## config.mk

```make
export PLATFORM = sky130hd
export DESIGN_NAME = gfm_gpio
export DESIGN_NICKNAME = d
export VERILOG_FILES = /design/src/core/gfm_pkg.sv /design/src/core/gfm_gpio.sv
export VERILOG_INCLUDE_DIRS = /design/src /design/src/core
export SDC_FILE = /design/constraint.sdc
export NUM_CORES = 1
export LEC_CHECK = 0
export BUFFER_PORTS_ARGS = -buffer_cell sky130_fd_sc_hd__buf_2
export CAP_MARGIN = 20
export CORE_MARGIN = 2
export CORE_UTILIZATION = 35
export CTS_BUF_LIST = sky130_fd_sc_hd__clkbuf_16
export DETAILED_ROUTE_END_ITERATION = 6
export PLACE_DENSITY = 0.57
export SLEW_MARGIN = 15
export SYNTH_ARGS = -nofsm -noshare
export SYNTH_HDL_FRONTEND = slang
export SYNTH_SLANG_ARGS = --single-unit
```

## constraint.sdc

```tcl
create_clock -name mclk -period 5.5 [get_ports mclk]
set_input_delay 0.55 -clock mclk [delete_from_list [all_inputs] [get_ports mclk]]
set_output_delay 0.55 -clock mclk [all_outputs]
set_load 0.02 [all_outputs]
```

## src/core/gfm_cfg.svh

```systemverilog
// gfm_cfg.svh: offsets, field positions, reset values and timing counts of the gpio block
// assumes a 25 MHz system clock and an 8-bit byte address on the register bus
`ifndef GFM_CFG_SVH
`define GFM_CFG_SVH

// register byte offsets, per port block
`define GFM_PORT_STRIDE 8'h20
`define GFM_OFF_CFG 5'h00
`define GFM_OFF_OUT 5'h04
`define GFM_OFF_SET 5'h08
`define GFM_OFF_CLR 5'h0c
`define GFM_OFF_IN 5'h10
// debug block sits where a fourth port would be
`define GFM_DBG_PORT 2'h3
`define GFM_OFF_DBGCFG 5'h00
`define GFM_OFF_DBGSTAT 5'h04

// debug_config_reg fields
`define GFM_DBGCFG_EXTREG 0
`define GFM_DBGCFG_DISABLE 1
`define GFM_DBGCFG_RESET 2'h1
// debug_status_reg fields
`define GFM_STAT_FORCED 0
`define GFM_STAT_SWMODE 1
`define GFM_STAT_BOOTSEL 2
`define GFM_STAT_MONITOR 3

// reset values
`define GFM_CFG_RESET 32'h44444444
`define GFM_OUT_RESET 8'h00

// forced pin positions in the flat 24-pin vector
`define GFM_PIN_BOOT 5
`define GFM_PIN_REG 7
`define GFM_PIN_TRST 16
`define GFM_PIN_TDO 18
`define GFM_PIN_TDI 19
`define GFM_PIN_TMS 20

// timing
`define GFM_CLK_MHZ 25
`define GFM_BOOT_OSC_CLKS 10'h200
`define GFM_MON_DELAY_US 3000

// bus responses
`define GFM_RESP_OKAY 2'h0
`define GFM_RESP_SLVERR 2'h2

`endif

```

## src/core/gfm_pkg.sv

```systemverilog
// gfm_pkg: types shared by the gpio block
// constants live in gfm_cfg.svh
package gfm_pkg;

	typedef enum logic [3:0] {
		GFM_ANALOG = 4'h0,
		GFM_OUT_PP = 4'h1,
		GFM_IN_FLOAT = 4'h4,
		GFM_OUT_OD = 4'h5,
		GFM_IN_PULL = 4'h8,
		GFM_ALT_PP = 4'h9,
		GFM_ALT_OD = 4'hd
	} gfm_mode_t;

	typedef enum logic [1:0] {
		GFM_BT_RESET = 2'h0,
		GFM_BT_WAIT = 2'h1,
		GFM_BT_MON = 2'h2,
		GFM_BT_DONE = 2'h3
	} gfm_boot_st_t;

	// drive of one pad
	typedef struct packed {
		logic out;
		logic oe;
		logic pu;
		logic pd;
	} gfm_drv_t;

endpackage

```

## src/core/gfm_gpio.sv

```systemverilog
// gfm_gpio: three 8-bit gpio ports with forced reset functions and boot-select sampling
// assumes pads, peripherals and debug port signals synchronous to mclk; registers on AXI4-Lite
//
// Implementation choices: the AXI4-Lite slave port and the placing of the registers.
`timescale 1ns/100ps
`include "gfm_cfg.svh"

// Functional notes
// - forced functions win after reset until software releases the regulator and debug pins; the boot pin is released after sampling
// - port_a_pin7 is an open-drain regulator_enable_out after reset
// - port_c pins 0,3 pull-up debug inputs, pin 2 push-pull debug_tdo
// - port_c_pin4 is pull-up tms in jtag, debugger-driven swdio in serial wire
// - clearing ext_regulator_enable_bit returns port_a_pin7 to plain gpio
// - debug port starts in jtag; only the debug tool picks the mode
// - debug_port_disable set makes the four debug pins plain gpio
// - setting debug_port_disable is ignored while the debug port is powered up
// - debug power-up during reset reclaims the pins and sets debug_forced_flag
// - power-on, pin reset, watchdog and reset request are full-chip resets
// - full-chip reset puts every pin_mode_config into floating input
// - full-chip reset sets regulator enable and clears debug disable
// - boot select honoured only after pin reset or always-on power-on reset
// - boot pin pulled up through reset plus 512 oscillator clocks, then sampled
// - monitor re-samples after 3 ms and stays only if still low
// - after sampling the boot pin floats and boot_select_flag keeps the level
// - analog mode: no drivers, no pulls, input and readback read 1
// - pull input: latch 0 pulls down, 1 pulls up; floating has none
// - input mode: drivers off, pin to readback and to peripherals
// - output mode drives latch, open-drain or push-pull, pulls off
// - set and clear registers change only the bits written as one
// - reading output_latch returns the value written, not the pin
// - alternate output drives peripheral output with same encoding, pulls off
// - mode codes 0 analog, 4 float, 8 pull, 1/5 out, 9/d alternate
// - alternate output with no peripheral drives constant zero
module gfm_gpio #(
	parameter int ADDR_W = 8,
	parameter logic [23:0] ALT_PRESENT = 24'hffffff,
	parameter int MON_CYCLES = `GFM_MON_DELAY_US * `GFM_CLK_MHZ
) (
	// clock and reset
	input wire logic mclk,
	input wire logic resetn,
	// full-chip reset sources, high while active
	input wire logic rst_por_lv,
	input wire logic rst_always_on_por,
	input wire logic rst_pin,
	input wire logic rst_wdog,
	input wire logic rst_sys_req,
	// one pulse per fast_rc_osc clock
	input wire logic osc_tick,
	// AXI4-Lite slave
	input wire logic [ADDR_W-1:0] s_axi_awaddr,
	input wire logic s_axi_awvalid,
	output logic s_axi_awready,
	input wire logic [31:0] s_axi_wdata,
	input wire logic [3:0] s_axi_wstrb,
	input wire logic s_axi_wvalid,
	output logic s_axi_wready,
	output logic [1:0] s_axi_bresp,
	output logic s_axi_bvalid,
	input wire logic s_axi_bready,
	input wire logic [ADDR_W-1:0] s_axi_araddr,
	input wire logic s_axi_arvalid,
	output logic s_axi_arready,
	output logic [31:0] s_axi_rdata,
	output logic [1:0] s_axi_rresp,
	output logic s_axi_rvalid,
	input wire logic s_axi_rready,
	// pads, port a bits 7:0, b 15:8, c 23:16
	input wire logic [23:0] pad_in,
	output logic [23:0] pad_out,
	output logic [23:0] pad_oe,
	output logic [23:0] pad_pu,
	output logic [23:0] pad_pd,
	// peripherals
	input wire logic [23:0] alt_out,
	output logic [23:0] periph_in,
	// regulator control, low asks the external regulator on
	input wire logic reg_en_level,
	// debug port
	input wire logic dbg_pwrup_req,
	input wire logic dbg_sw_mode,
	input wire logic debug_tdo,
	input wire logic swdio_out,
	input wire logic swdio_oe,
	output logic debug_trst_n,
	output logic debug_tdi,
	output logic debug_tms,
	output logic swdio_in,
	// boot
	output logic boot_monitor_sel
);

	localparam int MON_W = $clog2(MON_CYCLES + 1);

	// the decode reads address bit 7 for the out-of-range check
	if (ADDR_W < 8 || MON_CYCLES < 1) begin : g_bad_param
		$error("gfm_gpio: ADDR_W must be at least 8 and MON_CYCLES at least 1");
	end

	logic full_rst;
	logic [2:0][31:0] cfg_q;
	logic [2:0][7:0] latch_q;
	logic ext_reg_q;
	logic dbg_dis_q;
	logic forced_q;
	logic boot_flag_q;
	logic boot_armed_q;
	gfm_pkg::gfm_boot_st_t boot_st_q;
	logic [9:0] osc_cnt_q;
	logic [MON_W-1:0] mon_cnt_q;
	logic boot_window;
	logic reg_ovr;
	logic dbg_ovr;
	gfm_pkg::gfm_drv_t [23:0] drv_d;
	logic [23:0] din_d;
	logic [23:0] din_q;

	// bus state
	logic aw_free_q;
	logic w_free_q;
	logic [ADDR_W-1:0] waddr_q;
	logic [31:0] wdata_q;
	logic [3:0] wstrb_q;
	logic bvalid_q;
	logic [1:0] bresp_q;
	logic arready_q;
	logic rvalid_q;
	logic [31:0] rdata_q;
	logic [1:0] rresp_q;
	logic do_write;
	logic [31:0] wmask;
	logic [1:0] wport;
	logic [4:0] wreg;
	logic wmapped;
	logic [31:0] rd_d;
	logic rd_ok;
	logic [1:0] rport;
	logic [4:0] rreg;

	assign full_rst = !resetn || rst_por_lv || rst_always_on_por || rst_pin || rst_wdog
		|| rst_sys_req;

	// write channel: address and data are taken in either order, then answered once
	assign do_write = !aw_free_q && !w_free_q && !bvalid_q;
	assign wmask = {{8{wstrb_q[3]}}, {8{wstrb_q[2]}}, {8{wstrb_q[1]}}, {8{wstrb_q[0]}}};
	assign wport = waddr_q[6:5];
	assign wreg = waddr_q[4:0];

	always_comb begin
		wmapped = 1'b0;
		if (waddr_q[ADDR_W-1:7] == '0) begin
			if (wport == `GFM_DBG_PORT)
				wmapped = (wreg == `GFM_OFF_DBGCFG);
			else
				wmapped = (wreg == `GFM_OFF_CFG) || (wreg == `GFM_OFF_OUT)
					|| (wreg == `GFM_OFF_SET) || (wreg == `GFM_OFF_CLR);
		end
	end

	always_ff @(posedge mclk) begin
		if (!resetn) begin
			aw_free_q <= 1'b1;
			w_free_q <= 1'b1;
			waddr_q <= '0;
			wdata_q <= 32'h00000000;
			wstrb_q <= 4'h0;
			bvalid_q <= 1'b0;
			bresp_q <= `GFM_RESP_OKAY;
		end else begin
			if (s_axi_awvalid && aw_free_q) begin
				aw_free_q <= 1'b0;
				waddr_q <= s_axi_awaddr;
			end
			if (s_axi_wvalid && w_free_q) begin
				w_free_q <= 1'b0;
				wdata_q <= s_axi_wdata;
				wstrb_q <= s_axi_wstrb;
			end
			if (do_write) begin
				bvalid_q <= 1'b1;
				bresp_q <= wmapped ? `GFM_RESP_OKAY : `GFM_RESP_SLVERR;
			end
			if (bvalid_q && s_axi_bready) begin
				bvalid_q <= 1'b0;
				aw_free_q <= 1'b1;
				w_free_q <= 1'b1;
			end
		end
	end

	// port configuration and output latches
	always_ff @(posedge mclk) begin
		if (full_rst) begin
			cfg_q <= {3{`GFM_CFG_RESET}};
			latch_q <= {3{`GFM_OUT_RESET}};
		end else if (do_write && wmapped && wport != `GFM_DBG_PORT) begin
			unique case (wreg)
				`GFM_OFF_CFG: cfg_q[wport] <= (cfg_q[wport] & ~wmask) | (wdata_q & wmask);
				`GFM_OFF_OUT: if (wstrb_q[0]) latch_q[wport] <= wdata_q[7:0];
				// only ones change the latch, so no read-modify-write is needed
				`GFM_OFF_SET: if (wstrb_q[0]) latch_q[wport] <= latch_q[wport] | wdata_q[7:0];
				`GFM_OFF_CLR: if (wstrb_q[0]) latch_q[wport] <= latch_q[wport] & ~wdata_q[7:0];
				default: latch_q[wport] <= latch_q[wport];
			endcase
		end
	end

	// debug configuration
	always_ff @(posedge mclk) begin
		if (full_rst) begin
			{dbg_dis_q, ext_reg_q} <= `GFM_DBGCFG_RESET;
		end else begin
			if (do_write && wmapped && wport == `GFM_DBG_PORT && wstrb_q[0]) begin
				ext_reg_q <= wdata_q[`GFM_DBGCFG_EXTREG];
				// a powered-up debugger keeps its pins; clearing is always allowed
				if (!dbg_pwrup_req || !wdata_q[`GFM_DBGCFG_DISABLE])
					dbg_dis_q <= wdata_q[`GFM_DBGCFG_DISABLE];
			end
		end
	end

	// a debugger that powers up while the chip sits in reset takes the pins back
	always_ff @(posedge mclk) begin
		if (!resetn) begin
			forced_q <= 1'b0;
		end else if (full_rst && dbg_pwrup_req) begin
			forced_q <= 1'b1;
		end
	end

	// boot select: arming survives the reset sources that do not honour the pin
	always_ff @(posedge mclk) begin
		if (!resetn) begin
			boot_armed_q <= 1'b1;
		end else if (rst_pin || rst_always_on_por) begin
			boot_armed_q <= 1'b1;
		end else if (boot_st_q == gfm_pkg::GFM_BT_WAIT && !boot_armed_q) begin
			boot_armed_q <= 1'b0;
		end else if (boot_st_q == gfm_pkg::GFM_BT_MON || boot_st_q == gfm_pkg::GFM_BT_DONE) begin
			boot_armed_q <= 1'b0;
		end
	end

	// fast_rc_osc is not a clock here: osc_tick marks one of its edges, see the wait state
	always_ff @(posedge mclk) begin
		if (!resetn) begin
			boot_st_q <= gfm_pkg::GFM_BT_RESET;
			osc_cnt_q <= 10'h000;
			mon_cnt_q <= '0;
			boot_flag_q <= 1'b1;
			boot_monitor_sel <= 1'b0;
		end else if (full_rst) begin
			boot_st_q <= gfm_pkg::GFM_BT_RESET;
			osc_cnt_q <= 10'h000;
			mon_cnt_q <= '0;
			boot_monitor_sel <= 1'b0;
		end else begin
			unique case (boot_st_q)
				gfm_pkg::GFM_BT_RESET: begin
					boot_st_q <= boot_armed_q ? gfm_pkg::GFM_BT_WAIT : gfm_pkg::GFM_BT_DONE;
				end
				gfm_pkg::GFM_BT_WAIT: begin
					if (osc_tick) begin
						osc_cnt_q <= osc_cnt_q + 10'h001;
						if (osc_cnt_q == `GFM_BOOT_OSC_CLKS - 10'h001) begin
							boot_flag_q <= pad_in[`GFM_PIN_BOOT];
							if (!pad_in[`GFM_PIN_BOOT]) begin
								boot_monitor_sel <= 1'b1;
								boot_st_q <= gfm_pkg::GFM_BT_MON;
							end else begin
								boot_st_q <= gfm_pkg::GFM_BT_DONE;
							end
						end
					end
				end
				gfm_pkg::GFM_BT_MON: begin
					mon_cnt_q <= mon_cnt_q + 1'b1;
					if (mon_cnt_q == MON_W'(MON_CYCLES - 1)) begin
						// a glitch on the pin must not leave the chip in the monitor
						if (pad_in[`GFM_PIN_BOOT])
							boot_monitor_sel <= 1'b0;
						boot_st_q <= gfm_pkg::GFM_BT_DONE;
					end
				end
				gfm_pkg::GFM_BT_DONE: begin
					boot_st_q <= gfm_pkg::GFM_BT_DONE;
				end
			endcase
		end
	end

	// pull-up only while the pin is still to be sampled, floating afterwards
	assign boot_window = boot_armed_q
		&& (boot_st_q == gfm_pkg::GFM_BT_RESET || boot_st_q == gfm_pkg::GFM_BT_WAIT);
	assign reg_ovr = ext_reg_q;
	assign dbg_ovr = !dbg_dis_q;

	// per-pin mode decode followed by the forced overrides
	always_comb begin
		logic [3:0] code;
		logic src;
		code = 4'h0;
		src = 1'b0;
		drv_d = '0;
		din_d = '0;
		for (int i = 0; i < 24; i++) begin
			code = cfg_q[i / 8][(i % 8) * 4 +: 4];
			src = ALT_PRESENT[i] ? alt_out[i] : 1'b0;
			din_d[i] = pad_in[i];
			unique case (code)
				gfm_pkg::GFM_ANALOG: din_d[i] = 1'b1;
				gfm_pkg::GFM_IN_PULL: begin
					drv_d[i].pu = latch_q[i / 8][i % 8];
					drv_d[i].pd = !latch_q[i / 8][i % 8];
				end
				gfm_pkg::GFM_OUT_PP: begin
					drv_d[i].oe = 1'b1;
					drv_d[i].out = latch_q[i / 8][i % 8];
				end
				gfm_pkg::GFM_OUT_OD: drv_d[i].oe = !latch_q[i / 8][i % 8];
				gfm_pkg::GFM_ALT_PP: begin
					drv_d[i].oe = 1'b1;
					drv_d[i].out = src;
				end
				gfm_pkg::GFM_ALT_OD: drv_d[i].oe = !src;
				// floating input and undefined codes: no drive, no pull
				default: drv_d[i] = '0;
			endcase
		end
		// overrides come last so they beat whatever the decode chose
		if (reg_ovr) begin
			drv_d[`GFM_PIN_REG] = '0;
			drv_d[`GFM_PIN_REG].oe = !reg_en_level;
			din_d[`GFM_PIN_REG] = pad_in[`GFM_PIN_REG];
		end
		if (boot_window) begin
			drv_d[`GFM_PIN_BOOT] = '0;
			drv_d[`GFM_PIN_BOOT].pu = 1'b1;
			din_d[`GFM_PIN_BOOT] = pad_in[`GFM_PIN_BOOT];
		end
		if (dbg_ovr) begin
			drv_d[`GFM_PIN_TRST] = '0;
			drv_d[`GFM_PIN_TRST].pu = 1'b1;
			drv_d[`GFM_PIN_TDI] = '0;
			drv_d[`GFM_PIN_TDI].pu = 1'b1;
			drv_d[`GFM_PIN_TDO] = '0;
			drv_d[`GFM_PIN_TDO].oe = 1'b1;
			drv_d[`GFM_PIN_TDO].out = debug_tdo;
			drv_d[`GFM_PIN_TMS] = '0;
			// the mode comes from the tool only; no register here can change it
			if (dbg_sw_mode) begin
				drv_d[`GFM_PIN_TMS].oe = swdio_oe;
				drv_d[`GFM_PIN_TMS].out = swdio_out;
			end else begin
				drv_d[`GFM_PIN_TMS].pu = 1'b1;
			end
			din_d[`GFM_PIN_TRST] = pad_in[`GFM_PIN_TRST];
			din_d[`GFM_PIN_TDI] = pad_in[`GFM_PIN_TDI];
			din_d[`GFM_PIN_TMS] = pad_in[`GFM_PIN_TMS];
		end
	end

	// pads and peripheral inputs are registered, one cycle behind the decode
	always_ff @(posedge mclk) begin
		if (!resetn) begin
			pad_out <= 24'h000000;
			pad_oe <= 24'h000000;
			pad_pu <= 24'h000000;
			pad_pd <= 24'h000000;
			din_q <= 24'hffffff;
		end else begin
			for (int i = 0; i < 24; i++) begin
				pad_out[i] <= drv_d[i].out;
				pad_oe[i] <= drv_d[i].oe;
				pad_pu[i] <= drv_d[i].pu;
				pad_pd[i] <= drv_d[i].pd;
			end
			din_q <= din_d;
		end
	end

	assign periph_in = din_q;

	// debug inputs: a released port looks like an idle, reset-held debugger
	always_ff @(posedge mclk) begin
		if (!resetn) begin
			debug_trst_n <= 1'b0;
			debug_tdi <= 1'b1;
			debug_tms <= 1'b1;
			swdio_in <= 1'b1;
		end else begin
			debug_trst_n <= dbg_ovr ? pad_in[`GFM_PIN_TRST] : 1'b0;
			debug_tdi <= dbg_ovr ? pad_in[`GFM_PIN_TDI] : 1'b1;
			debug_tms <= (dbg_ovr && !dbg_sw_mode) ? pad_in[`GFM_PIN_TMS] : 1'b1;
			swdio_in <= (dbg_ovr && dbg_sw_mode) ? pad_in[`GFM_PIN_TMS] : 1'b1;
		end
	end

	// read path: answer one cycle after the address is taken
	assign rport = s_axi_araddr[6:5];
	assign rreg = s_axi_araddr[4:0];

	always_comb begin
		rd_d = 32'h00000000;
		rd_ok = 1'b0;
		if (s_axi_araddr[ADDR_W-1:7] == '0) begin
			if (rport == `GFM_DBG_PORT) begin
				if (rreg == `GFM_OFF_DBGCFG) begin
					rd_ok = 1'b1;
					rd_d[`GFM_DBGCFG_EXTREG] = ext_reg_q;
					rd_d[`GFM_DBGCFG_DISABLE] = dbg_dis_q;
				end else if (rreg == `GFM_OFF_DBGSTAT) begin
					rd_ok = 1'b1;
					rd_d[`GFM_STAT_FORCED] = forced_q;
					rd_d[`GFM_STAT_SWMODE] = dbg_sw_mode;
					rd_d[`GFM_STAT_BOOTSEL] = boot_flag_q;
					rd_d[`GFM_STAT_MONITOR] = boot_monitor_sel;
				end
			end else begin
				rd_ok = 1'b1;
				unique case (rreg)
					`GFM_OFF_CFG: rd_d = cfg_q[rport];
					`GFM_OFF_OUT: rd_d[7:0] = latch_q[rport];
					`GFM_OFF_IN: rd_d[7:0] = din_q[rport * 8 +: 8];
					`GFM_OFF_SET, `GFM_OFF_CLR: rd_d = 32'h00000000;
					default: rd_ok = 1'b0;
				endcase
			end
		end
	end

	always_ff @(posedge mclk) begin
		if (!resetn) begin
			arready_q <= 1'b1;
			rvalid_q <= 1'b0;
			rdata_q <= 32'h00000000;
			rresp_q <= `GFM_RESP_OKAY;
		end else if (s_axi_arvalid && arready_q) begin
			arready_q <= 1'b0;
			rvalid_q <= 1'b1;
			rdata_q <= rd_d;
			rresp_q <= rd_ok ? `GFM_RESP_OKAY : `GFM_RESP_SLVERR;
		end else if (rvalid_q && s_axi_rready) begin
			rvalid_q <= 1'b0;
			arready_q <= 1'b1;
		end
	end

	assign s_axi_awready = aw_free_q;
	assign s_axi_wready = w_free_q;
	assign s_axi_bvalid = bvalid_q;
	assign s_axi_bresp = bresp_q;
	assign s_axi_arready = arready_q;
	assign s_axi_rvalid = rvalid_q;
	assign s_axi_rdata = rdata_q;
	assign s_axi_rresp = rresp_q;

endmodule // gfm_gpio

```

==> results.txt <==
The number of cells on the worst reg-to-reg path is 5. The count of antenna-violating nets left after detailed routing is 0. Buffers inserted during clock tree synthesis total 41. The count of flip-flops with a built-in enable after synthesis is 0. The end of the worst register-to-register path is cfg_q[79]. The pre-antenna-repair detailed-routing pass consisted of 5 iterations. The number of standard cells in the final layout excluding fillers came out at 2,674.

In this run the worst path has a maximum fanout of 21. The number of instances in the placed design is 2,599. The number of ports placed on the die boundary is 285. Setup violations remaining at the end of the flow were counted as 0. The most common cell after layout, fill and taps aside is sky130_fd_sc_hd__dfxtp_1. The number of setup buffers added after CTS came out at 0.

The pin count of the biggest net entering global routing is 64. The detail-routed via count per cell came out at 5.56. The placeable core region is 0.0444 sq mm. The count of endpoints failing hold in the final timing report is 0. For this run, design rule violations remaining after detail routing come to 0. The synthesized netlist occupies a cell area of 0.0158 sq mm. The required time of the critical path came out at 5.98 ns. After synthesis, the cell types taking the most area are sky130_fd_sc_hd__dfxtp_1 (46%), sky130_fd_sc_hd__nand2_1 (5.9%), sky130_fd_sc_hd__mux2i_1 (5.5%), sky130_fd_sc_hd__a21oi_1 (4.2%), sky130_fd_sc_hd__nand3_1 (3.7%). For the final database, setup skew stands at 0.0125 ns.

The share of the Yosys chip area taken by registers is 45.8%. The first global-routing pass estimated 87,500 um of wire. The final period utilization came out at 57.7%. The classification of the worst-slack hold path is in2reg. The total count of max-transition violations in the final report is 0. The synthesis-to-layout area growth is 20.0%.

At the later pin of the worst-skew pair, clock insertion delay measures 0.56 ns. The count of synthesis-stage warnings from yosys is 0. The average cell area after synthesis is 8.69 sq um. The library cells used most frequently in the layout, excluding fill and tap cells, are sky130_fd_sc_hd__dfxtp_1 (361), sky130_fd_sc_hd__buf_2 (281), sky130_fd_sc_hd__nand2_1 (247), sky130_fd_sc_hd__a21oi_1 (132), sky130_fd_sc_hd__nor2_1 (121).

The overall die height is 217 um. The number of maximum-capacitance constraint violations is 0. The register bit total from synthesis came out at 362. The worst setup path is of the reg2reg kind. The count of port buffers added during placement is 282.

The wire length reported by the detailed router came out at 59,100 um. The async set-or-reset flop fraction in the synthesized netlist is 0%. The clock drives 362 sinks. The capturing element type of the critical path is a flop. The tree is rooted in a sky130_fd_sc_hd__clkbuf_16. Global routing used 24.4% of the available tracks.

Synthesis produced 1,822 cells. The worst endpoint data arrival time is 3.65 ns. The maximum number of buffers from clock root to sink came out at 3.

The number of distinct library cells after synthesis came out at 70. Counting I/O delays and the setup requirement, the final critical path takes 3.17 ns. Detailed placement ended at an HPWL of 41,800 um.

The initial antenna violation count is 1. The setup total negative slack is 0 ns. The area fraction of the dominant cell type after synthesis came out at 45.8%. The power density over the cells is 309 mW/mm^2. The startpoint identified for the worst register-to-register timing path is waddr_q[6]. Setup repair after global routing left no endpoint under its margin. The remaining global-route overflow came out at 0.

In this run the register-to-register setup slack is 2.33 ns. The routed length per placed instance is 22.1 um. For the pin with the worst max-slew slack, the measured transition is 1.19 ns.

The fraction of layout instances using a drive strength above 1 came out at 20.2%. The floorplan has 77 rows. The number of H-tree levels is 2.

Of all cell types, the one taking the most synthesized area is sky130_fd_sc_hd__dfxtp_1. The initial standard-cell utilization of the core is 35.7%. In the synthesized netlist the dominant register cell turns out to be sky130_fd_sc_hd__dfxtp_1. Counting instances, the worst hold path has a depth of 2. The register clock-pin slew on the reported worst setup and hold paths came out at 0.06 ns.

TritonCTS built the clock tree. The worst IR drop on VDD is 0.000187 V. The placer's final routability congestion estimate came out at 0.896. The peak clock frequency supported by timing came out at 315 MHz. The area enclosed by the die boundary came out at 0.0470 sq mm.

The number of gates given a new drive strength after cts is 0. The path with the worst hold slack has its endpoint at periph_in[15]. From left edge to right edge, the die measures 217 um. The worst setup path is launched from a flop. Buffers inserted to repair hold after CTS numbered 0. The number of global-route vias before repair came to 14.1k. Summed over all cells, the static leakage comes to 0.00710 uW. The headroom to the max-slew limit is 20.0%. The net count reported at finish came out at 2,171. For this block, the initial DRC count from the detailed router was 1,143.

The flow ran to the end, and the final reports show no timing, DRC or antenna violations. The final route contains 14.9k vias. The worst hold path begins at pad_in[15].
[synthesized netlist by cell type (31+ instances only)]
library cell                number
sky130_fd_sc_hd__a21oi_1       132
sky130_fd_sc_hd__a22oi_1        32
sky130_fd_sc_hd__clkbuf_1       79
sky130_fd_sc_hd__dfxtp_1       362
sky130_fd_sc_hd__inv_1          41
sky130_fd_sc_hd__mux2_2         31
sky130_fd_sc_hd__mux2i_1        87
sky130_fd_sc_hd__nand2_1       247
sky130_fd_sc_hd__nand2b_1       52
sky130_fd_sc_hd__nand3_1       117
sky130_fd_sc_hd__nor2_1        121
sky130_fd_sc_hd__nor2b_1        32
sky130_fd_sc_hd__nor3_1         72
sky130_fd_sc_hd__o21ai_0        36
sky130_fd_sc_hd__o2bb2ai_1      34
[how the worst max path moves through the flow]
stage                     depth (start not counted)    startpoint         to
after floorplan                                   4  s_axi_bvalid  dbg_dis_q
after global placement                            5    waddr_q[0]  cfg_q[26]
after detailed placement                          5    waddr_q[6]  cfg_q[80]
after CTS                                         5    waddr_q[6]  cfg_q[79]
after global routing                              5    waddr_q[6]  cfg_q[79]
final                                             5    waddr_q[6]  cfg_q[79]
[sequential cells by signal (all words and copies together), names as in the netlist, 2 cells and up]
register     flops
latch_q         24
pad_pd          24
s_axi_rdata     32
wstrb_q          4
pad_out         24
pad_oe          24
waddr_q          8
osc_cnt_q       10
pad_pu          24
boot_st_q        2
mon_cnt_q       17
periph_in       24
cfg_q           96
wdata_q         32
[metrics by stage]
stage / utilization [%] / total power [uW] / cell area (sq um) / hold slack (ns) / setup WS [ns]
2_1_floorplan: - / 2980 / 15800 / 0.424 / 3.54
3_3_place_gp: 39.8 / 3150 / 17700 / 0.440 / 2.55
3_5_place_dp: 39.8 / 3160 / 17700 / 0.442 / 2.48
4_1_cts: 42.8 / 5910 / 19000 / 0.158 / 2.47
5_1_grt: 42.8 / 6060 / 19000 / 0.174 / 2.29
6_report: 42.8 / 5870 / 19000 / 0.174 / 2.33
[area by class of cell]
class | count | area (sq um)
inverters | 42 | 158
well taps | 592 | 741
flip-flops and latches | 362 | 7250
repair buffers | 304 | 1580
diodes | 1 | 2.50
clock buffers | 43 | 1080
multi-input cells | 1299 | 7940
clock inverters | 31 | 262
fillers | 4425 | 25400
[worst max-delay path: stages (launching register included)]
cell	delay, ns
sky130_fd_sc_hd__dfxtp_1	1.00
sky130_fd_sc_hd__nand2b_1	0.36
sky130_fd_sc_hd__nor4_4	1.10
sky130_fd_sc_hd__buf_4	0.37
sky130_fd_sc_hd__nand3_1	0.11
sky130_fd_sc_hd__a21oi_1	0.14
[power by group]
| group | leakage [uW] | switching (uW) | internal [uW] |
|---|---|---|---|
| clock network | 0.000683 | 1120 | 1640 |
| logic | 0.00348 | 273 | 128 |
| registers | 0.00294 | 44.1 | 2660 |
[kinds of logic after synthesis]
| logic type | synth area share (%) |
|---|---|
| compound gates | 16.3 |
| xor+xnor | 0.940 |
| fa+ha+maj | 0.158 |
| buf+inv | 4.26 |
| flops | 45.8 |
| mux | 7.85 |
| other cells | 0.0237 |
| simple gates | 24.7 |
[metal layers]
layer / GRT usage (%) / part of all wire (%)
met4: 10.5 / 4.0
met2: 40.2 / 47
met1: 31.7 / 42
met5: 0 / 0
met3: 3.65 / 6.9
No activity file was read; power rests on OpenSTA's default activity.
